## src/include/periph_irq_pkg.sv

```systemverilog
/*
 * Package for the peripheral interrupt flag and enable register block:
 * register offsets, field layouts, reset values, bus carrier and state.
 * Assumes a classic Wishbone master with 32-bit data and byte addresses.
 */
`default_nettype none

package periph_irq_pkg;

   localparam int WB_ADR_W = 8;
   localparam int WB_DAT_W = 32;
   localparam int WB_SEL_W = 4;
   localparam int REG_W    = 8;
   localparam int F9_W     = 4;
   localparam int F10_W    = 2;

   // Word-aligned byte offsets of the five registers
   localparam logic [WB_ADR_W-1:0] OFF_FLAGS_9   = 8'h00;
   localparam logic [WB_ADR_W-1:0] OFF_FLAGS_10  = 8'h04;
   localparam logic [WB_ADR_W-1:0] OFF_ENABLES_0 = 8'h08;
   localparam logic [WB_ADR_W-1:0] OFF_ENABLES_1 = 8'h0c;
   localparam logic [WB_ADR_W-1:0] OFF_ENABLES_2 = 8'h10;

   // Implemented bits; everything else reads as zero
   localparam logic [REG_W-1:0] FLAGS_9_MASK  = 8'h0f;
   localparam logic [REG_W-1:0] FLAGS_10_MASK = 8'h03;
   localparam logic [REG_W-1:0] REG_RESET     = 8'h00;
   localparam logic [WB_DAT_W-1:0] DAT_ZERO   = 32'h0000_0000;

   typedef struct packed {
      logic [3:0] unused9;
      logic       logic_cell3_flag, waveform_gen3_flag, capcomp3_flag, timer6_flag;
   } flags9_s;

   typedef struct packed {
      logic [5:0] unused10;
      logic       logic_cell4_flag, capcomp4_flag;
   } flags10_s;

   typedef struct packed {
      logic pin_change_enable, crc_done_enable, mem_scanner_enable, nonvolatile_op_enable;
      logic clock_switch_enable, osc_fail_enable, voltage_detect_enable, soft_irq_enable;
   } enables0_s;

   typedef struct packed {
      logic meas_timer_pulse_width_enable, meas_timer_period_enable, meas_timer_enable;
      logic comparator1_enable, adc_threshold_enable, adc_done_enable;
      logic zero_cross_enable, ext_irq0_enable;
   } enables1_s;

   typedef struct packed {
      logic i2c_one_rx_enable, spi_one_enable, spi_one_tx_enable, spi_one_rx_enable;
      logic dma_one_abort_enable, dma_one_overrun_enable;
      logic dma_one_dest_count_enable, dma_one_src_count_enable;
   } enables2_s;

   typedef struct packed {
      logic                cyc;
      logic                stb;
      logic                we;
      logic [WB_ADR_W-1:0] adr;
      logic [WB_SEL_W-1:0] sel;
      logic [WB_DAT_W-1:0] dat;
   } wb_req_s;

   typedef enum logic [0:0] {
      BUS_IDLE = 1'b0,
      BUS_ACK  = 1'b1
   } bus_state_e;

   typedef struct packed {
      bus_state_e          bus;
      logic [WB_DAT_W-1:0] rdata;
      flags9_s             flags9;
      flags10_s            flags10;
      enables0_s           en0;
      enables1_s           en1;
      enables2_s           en2;
      logic [F9_W-1:0]     req9;
      logic [F10_W-1:0]    req10;
      logic [REG_W-1:0]    req0;
      logic [REG_W-1:0]    req1;
      logic [REG_W-1:0]    req2;
   } state_s;

endpackage

`default_nettype wire

```

## src/rtl/peripheral_irq_flag_enable_regs.sv

```systemverilog
/*
 * Peripheral interrupt flag registers 9 and 10 and enable registers 0..2,
 * reached over a classic Wishbone slave, with per-source request outputs.
 * Assumes event sources, external flags and external enables come from
 * logic on mclk; the vectored controller consumes the request outputs.
 */
// The register offsets and the Wishbone interface to the registers were chosen for this implementation.
`timescale 1ns/1ps
`default_nettype none

module peripheral_irq_flag_enable_regs
   import periph_irq_pkg::*;
(
   input  wire logic                mclk,
   input  wire logic                resetn,
   input  wire wb_req_s             wbReq,
   output var  logic                wbAck,
   output var  logic [WB_DAT_W-1:0] wbDatOut,
   input  wire logic [F9_W-1:0]     flags9Event,
   input  wire logic [F10_W-1:0]    flags10Event,
   input  wire logic [F9_W-1:0]     flags9Enable,
   input  wire logic [F10_W-1:0]    flags10Enable,
   input  wire logic [REG_W-1:0]    en0Flags,
   input  wire logic [REG_W-1:0]    en1Flags,
   input  wire logic [REG_W-1:0]    en2Flags,
   output var  logic [F9_W-1:0]     flags9Req,
   output var  logic [F10_W-1:0]    flags10Req,
   output var  logic [REG_W-1:0]    en0Req,
   output var  logic [REG_W-1:0]    en1Req,
   output var  logic [REG_W-1:0]    en2Req
);

   state_s               st_r;
   state_s               st_nxt;
   logic                 busHit;
   logic                 wrNow;
   logic [WB_ADR_W-3:0]  wordAdr;
   logic [WB_DAT_W-1:0]  readMux;
   logic [REG_W-1:0]     f9Write;
   logic [REG_W-1:0]     f10Write;
   logic                 wrFlags9;
   logic                 wrFlags10;
   logic                 wrEn0;
   logic                 wrEn1;
   logic                 wrEn2;
   logic                 mapHit;

   assign busHit  = wbReq.cyc & wbReq.stb;
   assign wordAdr = wbReq.adr[WB_ADR_W-1:2];
   // Writes land on the edge where the master sees ack, as classic cycles expect
   assign wrNow   = busHit & wbReq.we & wbReq.sel[0] & (st_r.bus == BUS_ACK);

   // Per-register write strobes and map decode, read only by the checks below
   assign wrFlags9  = wrNow && (wordAdr == OFF_FLAGS_9[WB_ADR_W-1:2]);
   assign wrFlags10 = wrNow && (wordAdr == OFF_FLAGS_10[WB_ADR_W-1:2]);
   assign wrEn0     = wrNow && (wordAdr == OFF_ENABLES_0[WB_ADR_W-1:2]);
   assign wrEn1     = wrNow && (wordAdr == OFF_ENABLES_1[WB_ADR_W-1:2]);
   assign wrEn2     = wrNow && (wordAdr == OFF_ENABLES_2[WB_ADR_W-1:2]);
   assign mapHit    = (wordAdr == OFF_FLAGS_9[WB_ADR_W-1:2]) || (wordAdr == OFF_FLAGS_10[WB_ADR_W-1:2])
                      || (wordAdr == OFF_ENABLES_0[WB_ADR_W-1:2]) || (wordAdr == OFF_ENABLES_1[WB_ADR_W-1:2])
                      || (wordAdr == OFF_ENABLES_2[WB_ADR_W-1:2]);

   always_comb begin
      readMux = DAT_ZERO;
      case (wordAdr)
         OFF_FLAGS_9[WB_ADR_W-1:2]: begin
            readMux[REG_W-1:0] = st_r.flags9 & FLAGS_9_MASK;
         end
         OFF_FLAGS_10[WB_ADR_W-1:2]: begin
            readMux[REG_W-1:0] = st_r.flags10 & FLAGS_10_MASK;
         end
         OFF_ENABLES_0[WB_ADR_W-1:2]: begin
            readMux[REG_W-1:0] = st_r.en0;
         end
         OFF_ENABLES_1[WB_ADR_W-1:2]: begin
            readMux[REG_W-1:0] = st_r.en1;
         end
         OFF_ENABLES_2[WB_ADR_W-1:2]: begin
            readMux[REG_W-1:0] = st_r.en2;
         end
         default: begin
            readMux = DAT_ZERO;
         end
      endcase
   end

   always_comb begin
      st_nxt   = st_r;
      f9Write  = st_r.flags9;
      f10Write = st_r.flags10;

      case (st_r.bus)
         BUS_IDLE: begin
            if (busHit) begin
               st_nxt.bus   = BUS_ACK;
               st_nxt.rdata = readMux;
            end
         end
         BUS_ACK: begin
            st_nxt.bus = BUS_IDLE;
         end
         default: begin
            st_nxt.bus = BUS_IDLE;
         end
      endcase

      // Unmapped addresses are acknowledged, read zero and drop writes
      if (wrNow) begin
         case (wordAdr)
            OFF_FLAGS_9[WB_ADR_W-1:2]: begin
               f9Write = wbReq.dat[REG_W-1:0];
            end
            OFF_FLAGS_10[WB_ADR_W-1:2]: begin
               f10Write = wbReq.dat[REG_W-1:0];
            end
            OFF_ENABLES_0[WB_ADR_W-1:2]: begin
               st_nxt.en0 = enables0_s'(wbReq.dat[REG_W-1:0]);
            end
            OFF_ENABLES_1[WB_ADR_W-1:2]: begin
               st_nxt.en1 = enables1_s'(wbReq.dat[REG_W-1:0]);
            end
            OFF_ENABLES_2[WB_ADR_W-1:2]: begin
               st_nxt.en2 = enables2_s'(wbReq.dat[REG_W-1:0]);
            end
            default: begin
               f9Write = st_r.flags9;
            end
         endcase
      end

      // Event set wins over a software clear in the same cycle; only writes clear
      st_nxt.flags9  = (f9Write | {{(REG_W-F9_W){1'b0}}, flags9Event}) & FLAGS_9_MASK;
      st_nxt.flags10 = (f10Write | {{(REG_W-F10_W){1'b0}}, flags10Event}) & FLAGS_10_MASK;

      // Requests follow the next state so they move on the same edge as the bits
      st_nxt.req9  = st_nxt.flags9[F9_W-1:0] & flags9Enable;
      st_nxt.req10 = st_nxt.flags10[F10_W-1:0] & flags10Enable;
      st_nxt.req0  = st_nxt.en0 & en0Flags;
      st_nxt.req1  = st_nxt.en1 & en1Flags;
      st_nxt.req2  = st_nxt.en2 & en2Flags;
   end

   always_ff @(posedge mclk or negedge resetn) begin
      if (!resetn) begin
         st_r <= '0;
      end else begin
         st_r <= st_nxt;
      end
   end

   assign wbAck      = st_r.bus[0];
   assign wbDatOut   = st_r.rdata;
   assign flags9Req  = st_r.req9;
   assign flags10Req = st_r.req10;
   assign en0Req     = st_r.req0;
   assign en1Req     = st_r.req1;
   assign en2Req     = st_r.req2;
endmodule

`default_nettype wire

```

## config.mk

```make
export PLATFORM = sky130hd
export DESIGN_NAME = peripheral_irq_flag_enable_regs
export DESIGN_NICKNAME = d
export VERILOG_FILES = /design/src/include/periph_irq_pkg.sv /design/src/rtl/peripheral_irq_flag_enable_regs.sv
export SDC_FILE = /design/constraint.sdc
export NUM_CORES = 1
export LEC_CHECK = 0
export CORE_ASPECT_RATIO = 0.9
export CORE_MARGIN = 5
export CORE_UTILIZATION = 54
export DETAILED_ROUTE_END_ITERATION = 8
export DONT_BUFFER_PORTS = 1
export GPL_TIMING_DRIVEN = 0
export PLACE_DENSITY = 0.69
export SYNTH_ARGS = -nofsm -noshare
export SYNTH_HDL_FRONTEND = slang
export SYNTH_SLANG_ARGS = --single-unit
```

## constraint.sdc

```tcl
create_clock -name mclk -period 3.1 [get_ports mclk]
set_input_delay 0.31 -clock mclk [delete_from_list [all_inputs] [get_ports mclk]]
set_output_delay 0.31 -clock mclk [all_outputs]
set_load 0.1 [all_outputs]
```

Word-level counts from Yosys, hierarchy flattened. Index checks and enable logic that the tools add are counted.

Bits in registers: 69. Bits in latches: 0. Memory bits (writable): 0. Memory bits (read-only): 0. Input port bits: 85. Output and inout port bits: 63. Word-level logic and storage cells: 66. Memories kept: 0.

$add $sub $neg: 0. $mul: 0. Div/mod/pow operators: 0. Magnitude comparators: 0. Equal/unequal tests: 4. Shift operators: 0. Muxes and demuxes: 11. Bitwise gates (word level): 12. Reductions and logical operators: 2.

Operators by type and width (number): 8-bit case mux with 5 select lines (1); 33-bit 2-to-1 mux (1); 8-bit bitwise AND (3); 24-bit 2-to-1 mux (1); 8-bit 2-to-1 mux (3); 6-bit by 2-bit equality test with 1-bit output (second input constant) (2); 4-bit 2-to-1 mux (2); 6-bit by 1-bit equality test with 1-bit output (second input constant) (1); 6-bit by 3-bit equality test with 1-bit output (second input constant) (1); 6-bit zero test (1); 1-bit bitwise AND (4); 4-bit bitwise AND (1); 2-bit 2-to-1 mux (2); 4-bit OR (1); 2-bit bitwise AND (1); 2-bit OR (1); 1-bit case mux with 2 select lines (1); 2-bit AND reduction (1); 1-bit inverter (1).

Depth between registers and ports, before layout. Gate-level depths: netlist (run 1).

Depth after elaboration: 7. Mapped depth: 6. Depth with buffers taken out: 5.

Worst setup path before layout (run 1). No wires, ideal clock.

Path type: reg2reg. Start point: register st_r (netlist bit wbAck). End point: register st_r (netlist bit en1Req[0]). Setup time: 0.119 ns. Arrival time: 2.232 ns. Required time: 2.981 ns. Setup slack: 0.749 ns. Stages on the path, launching flop included: 7. Clock period less this slack: 2.351 ns. Cell sequence: dfrtp_1 > and4_1 > clkbuf_1 > and4_1 > buf_6 > mux2_4 > and2_1.

RTL lines: start, declared (line peripheral_irq_flag_enable_regs.sv:33) `state_s st_r;`; start signal, assigned (line peripheral_irq_flag_enable_regs.sv:147) `st_r <= st_nxt;`.

==> results.json, run 1 <==
{
  "crit_start": "wbAck",
  "grt_pass1_wl_mm": 10.58,
  "port_buffers": 0,
  "switchingPower_uw": 589.7,
  "min_period_ns": 2.545,
  "die_w_um": 92.08,
  "globalRouteOverflowTotal": 0,
  "multi_input_area_um2": 1119,
  "grt_start_max_net_pins": 70,
  "synth_top_cell_area_share_pct": 52.73,
  "ys.flop_type": "dfrtp_1",
  "numCtsBuffers": 9,
  "ff_latch_area_um2": 1727,
  "finalHoldViolCount": 0,
  "synth_top_family_by_area": "buffers and inverters",
  "yosys_warnings": 0,
  "max_freq_ghz": 0.3929,
  "yosys.area_share.xor_xnor_pct": 0,
  "vias": 1939,
  "area_growth_syn_to_layout_pct": 12.57,
  "slew-limit-headroom_pct": 35.98,
  "skew_ns": 0.006122,
  "crit_required_ns": 3.33,
  "drt-wirelength-per-cell_um": 16.59,
  "gp_congestion": 0.7655,
  "dieArea_um2": 7723,
  "synth_area_um2": 3274,
  "finalCritPeriodShare_pct": 82.11,
  "final_nets": 398,
  "die_y_um": 83.88,
  "p_per_area_nw_per_um2": 527.9,
  "power.share.clock_pct": 37.4,
  "outcome": "completed",
  "async_flop_share_pct": 100.0,
  "critPathKind": "reg2reg",
  "rr_startpoint": "wbAck",
  "synth_simple_gate_area_share_pct": 13.91,
  "setup_violations": 0,
  "seq_area_frac_synth_pct": 52.73,
  "synth_mux_area_share_pct": 11.62,
  "drt_iter0_drc": 57,
  "placed_cell_area_um2": 3448,
  "p_leak_nw": 1.914,
  "tns_ns": 0,
  "netlist_top_cells_area": "dfrtp_1 (53%), buf_4 (14%), and2_1 (5.9%), mux2_2 (5.5%), mux2_4 (3.7%)",
  "yosysTopAreaCell": "dfrtp_1",
  "drtPass1Iterations": 4,
  "cap_violations": 0,
  "tightest_slew_ns": 0.9603,
  "synthTopCellsByCount": "dfrtp_1 (69), buf_4 (62), and2_1 (31)",
  "stdcell_area_um2": 3686,
  "grt_antenna_before_repair": 0,
  "synth_fa_ha_area_share_pct": 0,
  "cp-start-kind": "flip-flop",
  "p_int_mw": 1.356,
  "cts.path.max_buffers": 2,
  "start_util_pct": 56.55,
  "critical_path.cell_chain": "and4_1 -> clkbuf_1 -> and4_1 -> buf_6 -> mux2_4 -> and2_1",
  "grt_usage_pct": 17.98,
  "yosys.cell_types.count": 36,
  "slew_violations": 0,
  "cp_slowest_stage_delay_ns": 0.97,
  "clockRootBuffer": "clkbuf_8",
  "detail-route-antenna-nets": 0,
  "ir_drop_uv": 311.3,
  "insertedDiodeCount": 0,
  "comb_power_share_pct": 15.2,
  "pwr-share-seq_pct": 47.4,
  "post_cts_buffers": 0,
  "synth_most_common_cell": "dfrtp_1",
  "io_pins": 148,
  "crit_arrival_ns": 2.78,
  "via_per_inst": 4.997,
  "hold_buffers": 2,
  "cts_tree": "built",
  "core_um2": 5791,
  "end_kind": "flip-flop",
  "synth_seq_cells": 69,
  "cts_sinks": 69,
  "grt_pass1_vias": 1992,
  "synth-compound-area-share_pct": 5.885,
  "insertion_delay_ns": 0.34,
  "worst-path-max-fanout": 8,
  "n_fill_cell": 470,
  "min_path_type": "in2reg",
  "wirelength_mm": 6.438,
  "layout-drive-gt1-share_pct": 34.59,
  "hpwl_mm": 4.688,
  "cp_common_cell": "and4_1",
  "rsz0062_at_grt": "no",
  "synthCells": 277,
  "clk_pin_slew_ns": 0.07,
  "min_from": "flags9Event[1]",
  "switching_share_pct": 30.30,
  "drc": 0,
  "rows": 26,
  "cp_slowest_cell": "dfrtp_1",
  "syn_area_per_cell_um2": 11.82,
  "synth_edf_count": 0,
  "h-tree-depth": 3,
  "ctsResizeCount": 0
}
-- sequential cells by signal, indices dropped and copies added (netlist names) --
name	flops
flags10Req	2
en1Req	8
en0Req	8
st_r	30
wbAck	1
flags9Req	4
en2Req	8
wbDatOut	8
-- worst max-delay path: cells and delay by family (launching register included) --
family | cells | cell delay, ns
flip-flops | 1 | 0.97
AND/OR/NAND/NOR | 3 | 0.70
buffers and inverters | 2 | 0.44
multiplexers | 1 | 0.32
-- layout make-up --
class,instances,area share [%]
tap,70,2.376
buffer,68,13.48
clock buffer,10,3.734
sequential,69,46.84
multi-input combinational,158,30.35
clock inverter,6,1.697
inverter,5,0.5092
timing repair buffer,2,1.018
-- final timing paths --
check / end / slack, ns / cells after the start
max: en1Req[4] / 0.55 / 6
min: st_r[63] / 0.07 / 2
max reg2reg: en1Req[4] / 0.55 / 6
min reg2reg: wbDatOut[4] / 0.49 / 2
max in group asynchronous: st_r[42] / 2.32 / 2
min in group asynchronous: flags9Req[1] / 0.50 / 2
-- per-stage QoR --
stage                     setup WS (ns)  power (mW)  hold WS (ns)  util [%]  instances
after floorplan                  0.7487       1.202       0.01441         -        300
after global placement           0.5492       1.212       0.01577     59.55        370
after detailed placement         0.5239       1.213       0.01559     59.55        370
after CTS                        0.5208       1.970       0.04750     63.66        388
after global routing             0.4263       2.031       0.05641     63.66        388
final                            0.5546       1.946       0.06717     63.66        388
-- routing by layer --
metal  vias up  global-route usage [%]  part of all wire [%]
met5         -                       0                     0
li1        924                       -                     -
met2        86                   27.65                    47
met3         6                   8.115                    10
met4         0                   5.668                  0.98
met1       923                   22.72                    42
-- kinds of logic (layout without fill, tap and decap cells) --
group	count (synthesis)	after routing
AO/OA/AOI/OAI	29	29
buffers and inverters	73	91
flip-flops	69	69
multiplexers	32	32
other	1	24
AND/OR/NAND/NOR	73	73
-- cells in the final DEF (no fill, tap or decap), drive strengths merged, types with 5 or more instances in the layout --
master,Yosys,final
dfrtp,69,69
buf,65,66
clkbuf,3,13
o21ai,9,9
inv,5,5
nor2,9,9
mux2i,8,8
and2,31,31
mux2,24,24
conb,1,24
nand2,11,11
-- power groups by stage --
stage,combinational (mW),clock [mW],sequential (mW)
detailed placement,0.273,0,0.940
CTS,0.297,0.752,0.922
global placement,0.273,0,0.939
global route,0.311,0.796,0.923
finish,0.296,0.728,0.922
floorplan,0.264,0,0.938
No activity file was read; power rests on OpenSTA's default activity.
==> run 2: changes to the inputs <==
- clock period: 3.1 -> 2.48 ns (I/O delays scaled with it)
==> run 2 against run 1 <==
Against the previous run: combinational power grew 26%; critical endpoint unchanged; critical path type unchanged; non-clock buffer count increased by 3; clock power up 25%.
==> results.json, run 2 (synthesized netlist as in run 1, its figures left out) <==
{
  "start_util_pct": 56.55,
  "layout-drive-gt1-share_pct": 34.58,
  "crit_arrival_ns": 2.47,
  "drt_iter0_drc": 58,
  "cts.path.max_buffers": 2,
  "grt_pass1_vias": 2007,
  "port_buffers": 0,
  "min_path_type": "in2reg",
  "finalCritPeriodShare_pct": 90.40,
  "pwr-share-seq_pct": 47.3,
  "crit_required_ns": 2.71,
  "wirelength_mm": 6.498,
  "final_cell_mix": "dfrtp_1 (68), buf_4 (62), and2_1 (31), conb_1 (24), mux2_2 (16)",
  "total_power_mw": 2.437,
  "numCtsBuffers": 9,
  "final_nets": 401,
  "layout_commonest_cell": "dfrtp_1",
  "hold_path_depth": 1,
  "cts_sinks": 69,
  "rsz0062_at_grt": "no",
  "drt-wirelength-per-cell_um": 16.62,
  "gp_congestion": 0.7655,
  "rows": 26,
  "outcome": "completed",
  "switching_share_pct": 30.31,
  "cp-start-kind": "flip-flop",
  "die_y_um": 83.88,
  "crit_start": "wbAck",
  "globalRouteOverflowTotal": 0,
  "detail-route-antenna-nets": 0,
  "core_um2": 5791,
  "via_per_inst": 4.980,
  "critPathKind": "reg2reg",
  "drc": 0,
  "grt_start_max_net_pins": 70,
  "power.share.clock_pct": 37.4,
  "finalHoldViolCount": 0,
  "tightest_slew_ns": 0.5229,
  "skew_ns": 0.006050,
  "die_w_um": 92.08,
  "regMostFlops": "st_r",
  "rr_startpoint": "wbAck",
  "end_kind": "flip-flop",
  "p_leak_nw": 1.926,
  "cts_tree": "built",
  "whs_ns": 0.02596,
  "tns_ns": 0,
  "grt_pass1_wl_mm": 10.63,
  "vias": 1947,
  "grt_antenna_before_repair": 0,
  "slew-limit-headroom_pct": 64.88,
  "insertedDiodeCount": 0,
  "h-tree-depth": 3,
  "dieArea_um2": 7723,
  "worst-path-max-fanout": 8,
  "max_freq_ghz": 0.4461,
  "min_period_ns": 2.242,
  "cap_violations": 0,
  "grt_usage_pct": 18.08,
  "clk_pin_slew_ns": 0.08,
  "setup_violations": 0,
  "io_pins": 148,
  "r2r_cells": 6,
  "min_from": "en2Flags[5]",
  "ir_drop_uv": 389.2,
  "insertion_delay_ns": 0.34,
  "drtPass1Iterations": 4,
  "hpwl_mm": 4.688,
  "p_int_mw": 1.699,
  "clockRootBuffer": "clkbuf_8",
  "largest_register_ff_count": 30,
  "switchingPower_uw": 738.8,
  "p_per_area_nw_per_um2": 655.7,
  "slew_violations": 0,
  "comb_power_share_pct": 15.3,
  "final_util_pct": 64.20,
  "area_growth_syn_to_layout_pct": 13.53
}
==> run 2: cell count changes in the layout (fill, tap and decap cells not counted), sizes merged <==
| cell | change |
|---|---|
| dlygate4sd3 | +3 |
==> run 2: path summary, 6_finish.rpt <==
kind / endpoint / slack [ns]
setup / recovery: en1Req[4] / 0.24
hold / removal: en2Req[5] / 0.03
setup reg to reg: en1Req[4] / 0.24
hold reg to reg: wbDatOut[4] / 0.49
max in group asynchronous: st_r[42] / 1.76
min in group asynchronous: flags9Req[1] / 0.44
==> run 2: repair_timing <==
item,4_1_cts,5_1_grt
endpoints found under the hold margin,72,0
setup endpoints to repair,16,0
hold buffers,5,0
buffers inserted,0,0
resized for setup,1,0
==> run 2: power groups by stage <==
stage / sequential [mW] / combinational [mW] / clock, mW
finish: 1.15 / 0.374 / 0.910
global route: 1.15 / 0.392 / 0.995
CTS: 1.15 / 0.375 / 0.940
detailed placement: 1.17 / 0.342 / 0
global placement: 1.17 / 0.341 / 0
floorplan: 1.17 / 0.330 / 0
==> run 2: layer usage <==
metal  global-route usage, %  part of all wire [%]  up-vias
li1                        -                     -      930
met1                   22.72                    42      930
met2                   27.92                    47       81
met3                   8.206                   9.9        6
met4                   5.668                  0.97        0
met5                       0                     0        -
==> run 2: worst max-delay path, cell delays in order, from the launching register on <==
cell	delay (ns)
dfrtp_2	0.70
and4_1	0.25
clkbuf_1	0.26
and4_1	0.25
buf_6	0.18
mux2_4	0.32
and2_1	0.16
==> run 2: metrics by stage <==
| step | worst slack, ns | instance area (um^2) | cells |
|---|---|---|---|
| floorplan | 0.1287 | 3361 | 300 |
| CTS | 0.2024 | 3717 | 391 |
| detailed placement | -0.09614 | 3448 | 370 |
| global route | 0.1134 | 3717 | 391 |
| global placement | -0.07080 | 3448 | 370 |
| finish | 0.2381 | 3717 | 391 |
==> run 2: cell type report <==
type                       instances  area (um^2)
buffer                            68        496.7
clock buffer                      10        137.6
clock inverter                     6        62.56
fill                             466         2073
inverter                           5        18.77
multi-input combinational        158         1119
sequential                        69         1728
tap                               70        87.58
timing repair buffer               5        67.56
==> run 3: changes to the inputs <==
- PLACE_DENSITY: 0.69 -> 0.72
==> run 3 against run 2 <==
Against the previous run: sequential share of layout area increased by 0.41 points; clock skew hardly changed; maximum frequency is 2.4% lower; largest power group unchanged; die area stayed put; critical path type unchanged; via count shrank 1.5%; critical path depth shrank 1; routed wire length fell by 1.2%; setup slack worse by 0.055 ns; non-clock buffer count decreased by 1; total power is 4.5% lower; final cell count fell by 0.26%; sequential cell count is the same.
==> results.json, run 3 (synthesized netlist as in run 1, its figures left out) <==
{
  "insertedDiodeCount": 0,
  "min_path_type": "in2reg",
  "rows": 26,
  "h-tree-depth": 3,
  "port_buffers": 0,
  "cts_tree": "built",
  "dieArea_um2": 7723,
  "grt_pass1_vias": 2062,
  "start_util_pct": 56.55,
  "grt_pass1_wl_mm": 10.47,
  "drt_iter0_drc": 53,
  "cp-start-kind": "flip-flop",
  "die_y_um": 83.88,
  "grt_util_met3_pct": 9.017,
  "via_per_inst": 4.915,
  "die_w_um": 92.08,
  "slew_violations": 0,
  "final_cell_mix": "dfrtp_1 (68), buf_4 (62), and2_1 (31), conb_1 (24), mux2_2 (16)",
  "p_per_area_nw_per_um2": 631.9,
  "drt-wirelength-per-cell_um": 16.47,
  "final_nets": 400,
  "n_fill_cell": 458,
  "pre_cts_ws_ns": -0.1047,
  "cts_sinks": 69,
  "layout_commonest_cell": "dfrtp_1",
  "area_growth_syn_to_layout_pct": 12.53,
  "vias": 1917,
  "whs_ns": 0.02096,
  "wirelength_mm": 6.423,
  "p_leak_nw": 1.919,
  "crit_required_ns": 2.71,
  "clk_pin_slew_ns": 0.07,
  "io_pins": 148,
  "detail-route-antenna-nets": 0,
  "rsz0062_at_grt": "no",
  "clockRootBuffer": "clkbuf_8",
  "finalHoldViolCount": 0,
  "grt_start_max_net_pins": 70,
  "numCtsBuffers": 9,
  "regMostFlops": "st_r",
  "largest_register_ff_count": 30,
  "gp_congestion": 0.8055,
  "met2_usage_pct": 27.19,
  "setup_ws_ns": 0.1833,
  "top_usage_layer": "met2",
  "globalRouteOverflowTotal": 0,
  "final_util_pct": 63.63,
  "skew_ns": 0.005655,
  "grt_usage_pct": 17.78,
  "max_freq_ghz": 0.4354,
  "tns_ns": 0,
  "drtPass1Iterations": 4,
  "ir_drop_uv": 498.6,
  "core_um2": 5791,
  "crit_arrival_ns": 2.52,
  "setup_violations": 0,
  "layout-drive-gt1-share_pct": 34.38,
  "grt_antenna_before_repair": 0,
  "cap_violations": 0,
  "cts.path.max_buffers": 2,
  "drc": 0,
  "slew-limit-headroom_pct": 64.78,
  "min_period_ns": 2.297,
  "critPathKind": "reg2reg",
  "grt.met1_usage_pct": 22.22,
  "tightest_slew_ns": 0.5283,
  "outcome": "completed",
  "end_kind": "flip-flop",
  "worst-path-max-fanout": 8,
  "finalCritPeriodShare_pct": 92.61,
  "hpwl_mm": 4.702,
  "insertion_delay_ns": 0.34
}
## run 3: cell types whose count changed in the layout (fill, tap and decap cells not counted), sizes merged
cell	delta
clkbuf	+2
clkinv	+1
bufinv	-1
clkinvlp	-2
dlygate4sd3	-1
## run 3: final cells by class
cell class	count	area (um^2)	area share [%]
multi-input combinational	158	1119	30.36
clock inverter	4	22.52	0.6112
timing repair buffer	4	57.56	1.562
sequential	69	1728	46.89
clock buffer	12	155.1	4.211
inverter	5	18.77	0.5093
buffer	68	496.7	13.48
tap	70	87.58	2.377
## run 3: worst max-delay path, cell delays in order, from the launching register on
cell,delay (ns)
dfrtp_2,0.71
and4_1,0.26
clkbuf_1,0.26
nand4_2,0.39
mux2_2,0.40
and2_1,0.16
## run 3: metal layers
layer | routed length [um] | vias up
li1 | - | 927
met1 | 2785 | 904
met2 | 2970 | 81
met3 | 604 | 5
met4 | 63 | 0
met5 | 0 | -
## run 3: report_power, final
group          switching [mW]  internal, mW
Sequential             0.0137          1.14
Clock                   0.389         0.412
Combinational           0.303        0.0707
Total                   0.705          1.62
## run 3: path summary, 6_finish.rpt
| path | start | end | cells past startpoint | slack [ns] |
|---|---|---|---|---|
| worst max-delay path | wbAck | en2Req[3] | 5 | 0.18 |
| worst min-delay path | flags9Event[2] | st_r[64] | 2 | 0.02 |
| worst max register to register | wbAck | en2Req[3] | 5 | 0.18 |
| worst min register to register | wbDatOut[6] | wbDatOut[6] | 2 | 0.48 |
| max in group asynchronous | resetn | wbAck | 2 | 1.73 |
| min in group asynchronous | resetn | flags9Req[0] | 2 | 0.43 |
## run 3: through the flow
step / area, um^2 / power [mW] / cells
CTS: 3685 / 2.364 / 390
floorplan: 3361 / 1.503 / 300
global placement: 3448 / 1.515 / 370
finish: 3685 / 2.329 / 390
detailed placement: 3448 / 1.517 / 370
global route: 3685 / 2.428 / 390
## run 3: repair_timing
action                                  in CTS  in global routing
buffers inserted                             0                  0
endpoints found under the setup margin      16                  0
resized for setup                            1                  0
hold endpoints to repair                    71                  0
hold buffers                                 4                  0
